<file path="config.mk">
export PLATFORM = sky130hd
export DESIGN_NAME = timer0_option
export DESIGN_NICKNAME = d
export VERILOG_FILES = /design/src/core/tmr_pkg.sv /design/src/core/timer0_option.sv /design/src/core/prescaler_div.sv
export SDC_FILE = /design/constraint.sdc
export NUM_CORES = 1
export LEC_CHECK = 0
export ABC_AREA = 1
export ABC_CLOCK_PERIOD_IN_PS = 1900
export BUFFER_PORTS_ARGS = -buffer_cell sky130_fd_sc_hd__buf_2
export CORE_MARGIN = 4
export CORE_UTILIZATION = 37
export CTS_CLUSTER_DIAMETER = 60
export DETAILED_ROUTE_END_ITERATION = 16
export GPL_TIMING_DRIVEN = 0
export PLACE_DENSITY_LB_ADDON = 0.05
export SLEW_MARGIN = 20
export SYNTH_ARGS = -nofsm -noshare
export SYNTH_HDL_FRONTEND = slang
export SYNTH_HIERARCHICAL = 1
export SYNTH_SLANG_ARGS = --single-unit
</file>
<file path="constraint.sdc">
create_clock -name hclk -period 1.9 [get_ports hclk]
set_input_delay 0.095 -clock hclk [delete_from_list [all_inputs] [get_ports hclk]]
set_output_delay 0.095 -clock hclk [all_outputs]
set_load 0.05 [all_outputs]
</file>
<file path="src/core/tmr_pkg.sv">
// shared constants, register map and types for the shared-prescaler timer
`default_nettype none
package tmr_pkg;
    // widths of the counters
    localparam int unsigned TIMER_W = 8;
    localparam int unsigned PRE_W = 8;
    localparam int unsigned DATA_W = 8;
    // register indices, byte address is four times the index
    localparam int unsigned ADDR_LSB = 2;
    localparam int unsigned IDX_W = 10;
    localparam logic [9:0] OPTION_IDX = 10'h081;
    localparam logic [9:0] OPTION_ALIAS_IDX = 10'h181;
    localparam logic [9:0] TIMER_IDX = 10'h001;
    localparam logic [9:0] LATCH_IDX = 10'h006;
    localparam logic [9:0] STATUS_IDX = 10'h00b;
    localparam logic [2:0] HSIZE_WORD = 3'h2;
    // values after reset
    localparam logic [7:0] OPTION_RST = 8'hff;
    localparam logic [7:0] TIMER_RST = 8'h00;
    localparam logic [7:0] LATCH_RST = 8'h00;
    // status bit positions, write one to clear
    localparam int unsigned OVF_BIT = 0;
    localparam int unsigned IRQ_BIT = 1;
    // option field layout, msb first
    typedef struct packed {
        logic port_b_pullup_disable;
        logic ext_irq_edge_select;
        logic timer_clock_source_select;
        logic timer_source_edge_select;
        logic prescaler_assign;
        logic [2:0] prescaler_rate_select;
    } option_t;
    // captured address phase
    typedef struct packed {
        logic valid;
        logic write;
        logic [IDX_W-1:0] idx;
    } bus_req_t;
    // internal phase clocks of one instruction cycle
    typedef enum logic [3:0] {
        PH_Q1 = 4'b0001,
        PH_Q2 = 4'b0010,
        PH_Q3 = 4'b0100,
        PH_Q4 = 4'b1000
    } phase_t;
endpackage
`default_nettype wire

</file>
<file path="src/core/timer0_option.sv">
// timer with option register, shared prescaler/postscaler and ahb-lite slave
//
// Decided for this implementation: the AHB-Lite slave port.
`default_nettype none
// Operation
// - one prescaler serves timer or watchdog, never both at once
// - timer divides by 2^(rate+1); watchdog divides by 2^rate
// - with prescaler on watchdog, timer counts every selected clock event
// - source bit 1 clocks from external pin, 0 from instruction clock
// - edge bit 1 counts falling pin edges, 0 counts rising
// - interrupt edge bit 1 rising, 0 falling edge of interrupt pin
// - pull-up bit 1 disables all pull-ups, 0 follows port latches
// - timer write clears prescaler when assigned to timer, assignment kept
// - option register read/write, all ones after reset
// - option register decoded at two addresses, same storage
// - without prescaler the clock input itself is the prescaler output
// - prescaler output sampled on second and fourth phase clocks
module timer0_option #(
    parameter int unsigned TIMER_W = tmr_pkg::TIMER_W,
    parameter int unsigned PRE_W = tmr_pkg::PRE_W
) (
    input wire logic hclk,
    input wire logic hresetn,
    input wire logic hsel,
    input wire logic [31:0] haddr,
    input wire logic [1:0] htrans,
    input wire logic hwrite,
    input wire logic [2:0] hsize,
    input wire logic [31:0] hwdata,
    input wire logic hready,
    output logic [31:0] hrdata,
    output logic hreadyout,
    output logic hresp,
    input wire logic timer_ext_clock_pin,
    input wire logic ext_interrupt_pin,
    input wire logic watchdog_raw_tick,
    input wire logic watchdog_clear,
    output logic [7:0] port_b_pullup_enable,
    output logic ext_irq_event,
    output logic ext_irq_flag,
    output logic watchdog_timeout,
    output logic timer_overflow,
    output logic instruction_clock_out
);
    import tmr_pkg::*;

    bus_req_t req, next_req;
    logic rd_pend, next_rd_pend;
    logic next_hreadyout;
    logic [31:0] next_hrdata;
    logic [7:0] read_value;
    logic wr_op, wr_option, wr_timer, wr_status, wr_latch;
    logic [7:0] wr_data;
    option_t option, next_option;
    logic [7:0] latch, next_latch;
    logic [TIMER_W-1:0] count, next_count;
    logic next_overflow, next_irq_flag;
    phase_t phase, next_phase;
    logic insn_level, next_insn_out;
    logic src_level, src_prev, src_rise;
    logic pre_event, pre_clear, pre_out;
    logic [PRE_W-1:0] pre_cnt, rate_mask;
    logic sync1, sync2, sync3, next_sync1, timer_tick;
    logic wd_hit, irq_pin_prev, irq_edge;
    logic [7:0] next_pullup;

    // address phase capture; reads get one wait state so data is registered
    always_comb
    begin
        next_req = req;
        next_rd_pend = 1'b0;
        next_hreadyout = hreadyout;
        next_hrdata = hrdata;
        if (hready)
        begin
            next_req.valid = hsel && htrans[1] && (hsize == HSIZE_WORD);
            next_req.write = hwrite;
            next_req.idx = haddr[ADDR_LSB +: IDX_W];
            if (next_req.valid && !hwrite)
            begin
                next_rd_pend = 1'b1;
                next_hreadyout = 1'b0;
            end
        end
        if (rd_pend)
        begin
            next_hrdata = {24'h000000, read_value};
            next_hreadyout = 1'b1;
        end
    end

    always_ff @(posedge hclk or negedge hresetn)
    begin
        if (!hresetn)
        begin
            req <= '0;
            rd_pend <= 1'b0;
            hreadyout <= 1'b1;
            hrdata <= 32'h00000000;
            hresp <= 1'b0;
        end
        else
        begin
            req <= next_req;
            rd_pend <= next_rd_pend;
            hreadyout <= next_hreadyout;
            hrdata <= next_hrdata;
            hresp <= 1'b0;
        end
    end

    // write decode in the data phase; unmapped writes are dropped
    assign wr_op = req.valid && req.write && hready;
    assign wr_data = hwdata[7:0];
    assign wr_option = wr_op && (req.idx == OPTION_IDX || req.idx == OPTION_ALIAS_IDX);
    assign wr_timer = wr_op && (req.idx == TIMER_IDX);
    assign wr_status = wr_op && (req.idx == STATUS_IDX);
    assign wr_latch = wr_op && (req.idx == LATCH_IDX);

    // read mux, unmapped reads return zero
    always_comb
    begin
        read_value = 8'h00;
        case (req.idx)
            OPTION_IDX, OPTION_ALIAS_IDX: read_value = option;
            TIMER_IDX: read_value = 8'(count);
            LATCH_IDX: read_value = latch;
            STATUS_IDX: read_value = {6'h00, ext_irq_flag, timer_overflow};
            default: read_value = 8'h00;
        endcase
    end

    // option and port latch storage
    always_comb
    begin
        next_option = option;
        next_latch = latch;
        if (wr_option)
            next_option = option_t'(wr_data);
        if (wr_latch)
            next_latch = wr_data;
    end

    always_ff @(posedge hclk or negedge hresetn)
    begin
        if (!hresetn)
        begin
            option <= option_t'(OPTION_RST);
            latch <= LATCH_RST;
        end
        else
        begin
            option <= next_option;
            latch <= next_latch;
        end
    end

    // phase clocks and instruction clock, high in the last two phases
    always_comb
    begin
        case (phase)
            PH_Q1: next_phase = PH_Q2;
            PH_Q2: next_phase = PH_Q3;
            PH_Q3: next_phase = PH_Q4;
            PH_Q4: next_phase = PH_Q1;
            default: next_phase = PH_Q1;
        endcase
        insn_level = (phase == PH_Q3) || (phase == PH_Q4);
        next_insn_out = (next_phase == PH_Q3) || (next_phase == PH_Q4);
    end

    always_ff @(posedge hclk or negedge hresetn)
    begin
        if (!hresetn)
        begin
            phase <= PH_Q1;
            instruction_clock_out <= 1'b0;
        end
        else
        begin
            phase <= next_phase;
            instruction_clock_out <= next_insn_out;
        end
    end

    // clock source and edge select; inverted pin makes falling edges count
    assign src_level = option.timer_clock_source_select ?
        (timer_ext_clock_pin ^ option.timer_source_edge_select) : insn_level;
    assign src_rise = src_level && !src_prev;

    // shared prescaler: fed by watchdog ticks or timer clock edges
    assign pre_event = option.prescaler_assign ? watchdog_raw_tick : src_rise;
    assign pre_clear = (wr_timer && !option.prescaler_assign)
        || (watchdog_clear && option.prescaler_assign)
        || (wr_option && (wr_data[3] != option.prescaler_assign));

    prescaler_div #(
        .W(PRE_W)
    ) u_prescaler (
        .clk(hclk),
        .rst_n(hresetn),
        .event_in(pre_event),
        .clear(pre_clear),
        .count(pre_cnt)
    );

    // bypass when the watchdog owns the prescaler
    assign pre_out = option.prescaler_assign ? src_level
        : pre_cnt[option.prescaler_rate_select];

    // sampling on q2 and q4, then edge detect on the sampled level
    always_comb
    begin
        next_sync1 = sync1;
        if (phase == PH_Q2 || phase == PH_Q4)
            next_sync1 = pre_out;
    end
    assign timer_tick = sync2 && !sync3;

    always_ff @(posedge hclk or negedge hresetn)
    begin
        if (!hresetn)
        begin
            src_prev <= 1'b1; // idle level of the reset source, no false edge
            sync1 <= 1'b1;
            sync2 <= 1'b1;
            sync3 <= 1'b1;
        end
        else
        begin
            src_prev <= src_level;
            sync1 <= next_sync1;
            sync2 <= sync1;
            sync3 <= sync2;
        end
    end

    // timer count and overflow flag; a set beats a same-cycle clear
    always_comb
    begin
        next_count = count;
        next_overflow = timer_overflow;
        if (wr_status && wr_data[OVF_BIT])
            next_overflow = 1'b0;
        if (wr_timer)
            next_count = TIMER_W'(wr_data);
        else if (timer_tick)
        begin
            next_count = TIMER_W'(count + 1'b1);
            if (&count)
                next_overflow = 1'b1;
        end
    end

    always_ff @(posedge hclk or negedge hresetn)
    begin
        if (!hresetn)
        begin
            count <= TIMER_W'(TIMER_RST);
            timer_overflow <= 1'b0;
        end
        else
        begin
            count <= next_count;
            timer_overflow <= next_overflow;
        end
    end

    // watchdog postscaler, undivided when the timer owns the prescaler
    assign rate_mask = PRE_W'((PRE_W'(1) << option.prescaler_rate_select) - 1'b1);
    assign wd_hit = watchdog_raw_tick && (!option.prescaler_assign || ((pre_cnt & rate_mask) == rate_mask));

    // external interrupt edge and pull-up gating
    always_comb
    begin
        irq_edge = option.ext_irq_edge_select ? (ext_interrupt_pin && !irq_pin_prev)
            : (!ext_interrupt_pin && irq_pin_prev);
        next_irq_flag = ext_irq_flag;
        if (wr_status && wr_data[IRQ_BIT])
            next_irq_flag = 1'b0;
        if (irq_edge)
            next_irq_flag = 1'b1;
        next_pullup = option.port_b_pullup_disable ? 8'h00 : latch;
    end

    always_ff @(posedge hclk or negedge hresetn)
    begin
        if (!hresetn)
        begin
            irq_pin_prev <= 1'b0;
            ext_irq_event <= 1'b0;
            ext_irq_flag <= 1'b0;
            watchdog_timeout <= 1'b0;
            port_b_pullup_enable <= 8'h00;
        end
        else
        begin
            irq_pin_prev <= ext_interrupt_pin;
            ext_irq_event <= irq_edge;
            ext_irq_flag <= next_irq_flag;
            watchdog_timeout <= wd_hit;
            port_b_pullup_enable <= next_pullup;
        end
    end

    // checks
    a_option_write: assert property (@(posedge hclk) disable iff (!hresetn)
        wr_option |=> option == $past(hwdata[7:0])) else $error("option write not stored");
    a_alias_reach: assert property (@(posedge hclk) disable iff (!hresetn)
        wr_op && req.idx == OPTION_ALIAS_IDX |=> option == $past(hwdata[7:0])) else $error("alias miss");
    a_watchdog_owns: assert property (@(posedge hclk) disable iff (!hresetn)
        option.prescaler_assign && !watchdog_raw_tick && !pre_clear |=> $stable(pre_cnt))
        else $error("timer edge moved watchdog prescaler");
    a_sample_phase: assert property (@(posedge hclk) disable iff (!hresetn)
        !(phase == PH_Q2 || phase == PH_Q4) |=> $stable(sync1)) else $error("sampled off phase");
    a_write_clears: assert property (@(posedge hclk) disable iff (!hresetn)
        wr_timer && !option.prescaler_assign |=> pre_cnt == '0) else $error("prescaler not cleared");
    a_assign_kept: assert property (@(posedge hclk) disable iff (!hresetn)
        wr_timer |=> $stable(option.prescaler_assign)) else $error("assignment changed");
    a_wrap_flag: assert property (@(posedge hclk) disable iff (!hresetn)
        timer_tick && !wr_timer && &count |=> count == '0 && timer_overflow) else $error("wrap flag");
    a_direct_count: assert property (@(posedge hclk) disable iff (!hresetn)
        option.prescaler_assign && timer_tick && !wr_timer |=> count == TIMER_W'($past(count) + 1'b1))
        else $error("missed direct count");
    a_irq_rising: assert property (@(posedge hclk) disable iff (!hresetn)
        option.ext_irq_edge_select && ext_interrupt_pin && !irq_pin_prev |=> ext_irq_event ##1 !ext_irq_event)
        else $error("rising interrupt edge lost");
    a_pullup_gate: assert property (@(posedge hclk) disable iff (!hresetn)
        option.port_b_pullup_disable |=> port_b_pullup_enable == 8'h00) else $error("pull-up not disabled");
    a_watchdog_rate: assert property (@(posedge hclk) disable iff (!hresetn)
        option.prescaler_assign && option.prescaler_rate_select == 3'h0 && watchdog_raw_tick
        |=> watchdog_timeout) else $error("watchdog 1:1 missed");
endmodule
`default_nettype wire

</file>
<file path="src/core/prescaler_div.sv">
// clearable ripple-free event counter used as the shared prescaler
`default_nettype none
module prescaler_div #(
    parameter int unsigned W = 8
) (
    input wire logic clk,
    input wire logic rst_n,
    input wire logic event_in,
    input wire logic clear,
    output logic [W-1:0] count
);
    logic [W-1:0] next_count;

    // clear wins over a counted event
    always_comb
    begin
        next_count = count;
        if (clear)
            next_count = '0;
        else if (event_in)
            next_count = W'(count + 1'b1);
    end

    always_ff @(posedge clk or negedge rst_n)
    begin
        if (!rst_n)
            count <= '0;
        else
            count <= next_count;
    end
endmodule
`default_nettype wire

</file>
==> results.sh <==
export IMPL_outcome="finished, final reports clean"
export IMPL_async_flop_share_pct=100
export IMPL_grt_pass1_wl_um=16400
export IMPL_min_period_over_period_pct=94.1
export IMPL_numCtsBuffers=9
export IMPL_rsz0062_at_grt="true"
export IMPL_register_area_sq_um=1920
export IMPL_grt_pass1_vias=3276
export IMPL_die_w_um=113
export IMPL_dieArea_sq_um=12700
export IMPL_core_area_sq_um=10500
export IMPL_yosysUniqueCellTypes=38
export IMPL_cp_data_required_time_ps=2180
export IMPL_hold_class="primary input to register"
export IMPL_ios=125
export IMPL_clockRootBuffer="clkbuf_8"
export IMPL_synth_seq_area_share_pct=47.5
export IMPL_gr_usage_all_layers_pct=16.1
export IMPL_cts_buffer_depth=2
export IMPL_drt_total_wl_um=9700
export IMPL_vias_per_cell=4.51
export IMPL_design_area_sq_um=5080
export IMPL_synth_top_area_share_pct=38.4
export IMPL_crit_chain="inv_2 > nand2_2 > nor2_4 > nand3_2 > nor2_4 > nand2_1 > nand3_2 > inv_2 > nand2_2 > nand3_2 > nor2_1 > nor2_1 > nor2_1"
export IMPL_worstSetupPathType="register to register"
export IMPL_grt_max_degree=41
export IMPL_path_clk_slew_ps=80
export IMPL_synth_edff_count=0
export IMPL_regToRegSetupSlack_ps=110
export IMPL_powerDensity_nw_per_um2=731
export IMPL_reg2reg_to="u_prescaler/count[6]$_DFFE_PN0P_"
export IMPL_ys_ff_latch=76
export IMPL_finalSetupViolCount=0
export IMPL_wirelength_met1_um=4770
export IMPL_synthToLayoutAreaGrowth_pct=25.7
export IMPL_critPathMaxFanout=9
export IMPL_synth_area_sq_um=4040
export IMPL_syn_area_per_cell_sq_um=8.07
export IMPL_peakVddDrop_v=0.000560
export IMPL_syn_inst=501
export IMPL_relSlewSlack_pct=66.6
export IMPL_hold_depth=3
export IMPL_overflow=0
export IMPL_startpoint_type="register"
export IMPL_pwr_share_clk_pct=37.2
export IMPL_dr_total_vias=3395
export IMPL_dp_hpwl_um=7260
export IMPL_multiInputGateArea_sq_um=1760
export IMPL_clk_latency_ps=340
export IMPL_drv_cap=0
export IMPL_min_to="count[2]$_DFFE_PN0P_"
export IMPL_p_comb_share_pct=15.0
export IMPL_synth_common_cells="nand2_1 (139), dfrtp_1 (62), inv_1 (62)"
export IMPL_worstRegToRegCells=13
export IMPL_htreeDepth=3
export IMPL_die_h_um=113
export IMPL_wl_met2_um=4400
export IMPL_yosysMostFrequentCell="nand2_1"
export IMPL_antenna_found_initial=0
export IMPL_wl_met3_um=405
export IMPL_cts_tree="yes"
export IMPL_maxSlewViolCount=0
export IMPL_hold_violations=0
export IMPL_antenna_left=0
export IMPL_layout_nets=692
export IMPL_post_route_min_period_ps=1790
export IMPL_place_area_sq_um=4590
export IMPL_synth_largest_area_cell="dfrtp_1"
export IMPL_dpl_cell_count=714
export IMPL_worst_pin_slew_ps=500
export IMPL_swShare_pct=28.1
export IMPL_top_layer="met4"
export IMPL_fin_cells=753
export IMPL_drc=0
export IMPL_clock_sinks=76
export IMPL_io_buffers=52
export IMPL_p_switching_mw=1.04
export IMPL_min_from="hwdata[2]"
export IMPL_drt_iter0_drc=179
export IMPL_wl_per_cell_um=12.9
export IMPL_gp_congestion=0.794
export IMPL_placementRows=37
export IMPL_cp_end_kind="register"
export IMPL_cp_slowest_cell="dfrtp_1"
export IMPL_seqPwrFrac_pct=47.8
export IMPL_critPathMaxStageDelay_ps=420
export IMPL_p_int_mw=2.67
export IMPL_start_util_pct=38.6
export IMPL_cp_arrival_ps=2060
export IMPL_p_leak_nw=2.63
export IMPL_fin_skew_ps=9.88
export IMPL_fillers=1093
export IMPL_diodes=0
export IMPL_drt_pass1_iter_count=4
export IMPL_r2r_start="req[3]$_DFFE_PN0P_"
export IMPL_max_freq_mhz=560
export IMPL_synth_warnings=6
export IMPL_drive_gt1_share_pct=26.4
export IMPL_ys_top_cells_by_area="dfrtp_1 (38%), nand2_1 (13%), dfstp_2 (9.1%), inv_1 (5.8%), buf_4 (5.0%)"
export IMPL_synth_main_ff_cell="dfrtp_1"
[flip-flops by register name (all words and copies together), names as in the netlist]
register / flops
option: 8
u_prescaler/count: 8
src_prev: 1
irq_pin_prev: 1
sync1: 1
hrdata: 8
port_b_pullup_enable: 8
req: 12
watchdog_timeout: 1
latch: 8
sync2: 1
sync3: 1
hreadyout: 1
count: 8
ext_irq_event: 1
timer_overflow: 1
ext_irq_flag: 1
rd_pend: 1
instruction_clock_out: 1
phase: 4
[power by group through the flow]
stage	registers, mW	logic, mW	clock network [mW]
after CTS	1.77	0.546	1.43
after global routing	1.79	0.627	1.50
final	1.77	0.557	1.38
after global placement	1.80	0.500	0
after detailed placement	1.80	0.510	0
after floorplan	1.80	0.361	0
[worst max-delay path: cells and delay by family, from the launching register on]
family                 cells  cell delay [ps]
and+or+nand+nor           11             1100
DFF                        1              420
buffers and inverters      2              180
[what timing repair did]
action | CTS | global route
endpoints found under the hold margin | 54 | 0
setup buffers | 1 | 3
gates resized for setup | 4 | 11
pin swaps | 1 | 4
hold buffers | 20 | 0
endpoints found under the setup margin | 8 | 5
[metrics by stage]
| step | util (%) | TNS [ps] | setup slack [ps] | hold WS (ps) | power [mW] |
|---|---|---|---|---|---|
| after CTS | 48.0 | 0 | 20.6 | 9.22 | 3.75 |
| after detailed placement | 43.8 | -1300 | -252 | 103 | 2.31 |
| after global routing | 48.6 | -43.6 | -41.7 | 50.3 | 3.91 |
| after floorplan | - | 0 | 143 | -201 | 2.17 |
| after global placement | 43.6 | -1280 | -255 | 219 | 2.30 |
| final | 48.6 | 0 | 113 | 23.6 | 3.71 |
[cell families after synthesis]
kind of cell	share of synthesized area, %
other cells	0.0928
simple gates	30.1
xor+xnor	1.52
buf+inv	12.3
flops	47.5
mux	0.836
fa+ha+maj	0.619
compound gates	7.12
[cell usage in the layout (no fill, tap or decap), types with 2 or more instances in the layout]
master           n
inv_2            3
nor3_1           2
nand3_1         38
xnor2_1          2
nand2_2          4
o21ai_0         25
a21oi_2          2
nand3b_1         2
buf_2           51
clkbuf_1         7
nand2_1        137
dfstp_2         14
nand2_4          3
nor2_2           7
mux2_2           3
nand4_1          8
nor2_4           6
nor2_1          42
ha_1             2
a21oi_1          7
xor2_1           5
dlygate4sd3_1   20
o21ai_2          7
conb_1          25
inv_1           61
clkbuf_8        10
buf_4           32
bufinv_16        2
nand3_2          7
dfrtp_1         62
o21ai_1          4
buf_6            2
[worst max-delay path by stage]
| stage | from | to | slack [ps] |
|---|---|---|---|
| after detailed placement | option[3]$_DFFE_PN1P_ | u_prescaler/count[5]$_DFFE_PN0P_ | -250 |
| after global placement | option[3]$_DFFE_PN1P_ | u_prescaler/count[5]$_DFFE_PN0P_ | -260 |
| after floorplan | option[3]$_DFFE_PN1P_ | u_prescaler/count[5]$_DFFE_PN0P_ | 140 |
| final | req[3]$_DFFE_PN0P_ | u_prescaler/count[6]$_DFFE_PN0P_ | 110 |
| after global routing | req[1]$_DFFE_PN0P_ | u_prescaler/count[6]$_DFFE_PN0P_ | -40 |
| after CTS | req[2]$_DFFE_PN0P_ | u_prescaler/count[6]$_DFFE_PN0P_ | 20 |
[cell type report]
| class | instances | area share [%] |
|---|---|---|
| Tap cell | 136 | 3.35 |
| Timing Repair Buffer | 77 | 10.1 |
| Inverter | 67 | 5.02 |
| Buffer | 33 | 4.73 |
| Multi-Input combinational cell | 348 | 34.7 |
| Sequential cell | 76 | 37.8 |
| Clock inverter | 3 | 1.35 |
| Clock buffer | 13 | 2.93 |
[metal layers]
metal  GRT usage, %  vias up
met3           2.75       11
met2           23.8       72
met4           5.29        0
met1           24.0     1569
met5              0        -
li1               -     1743
Note: power is estimated with default switching activity, not from simulation.
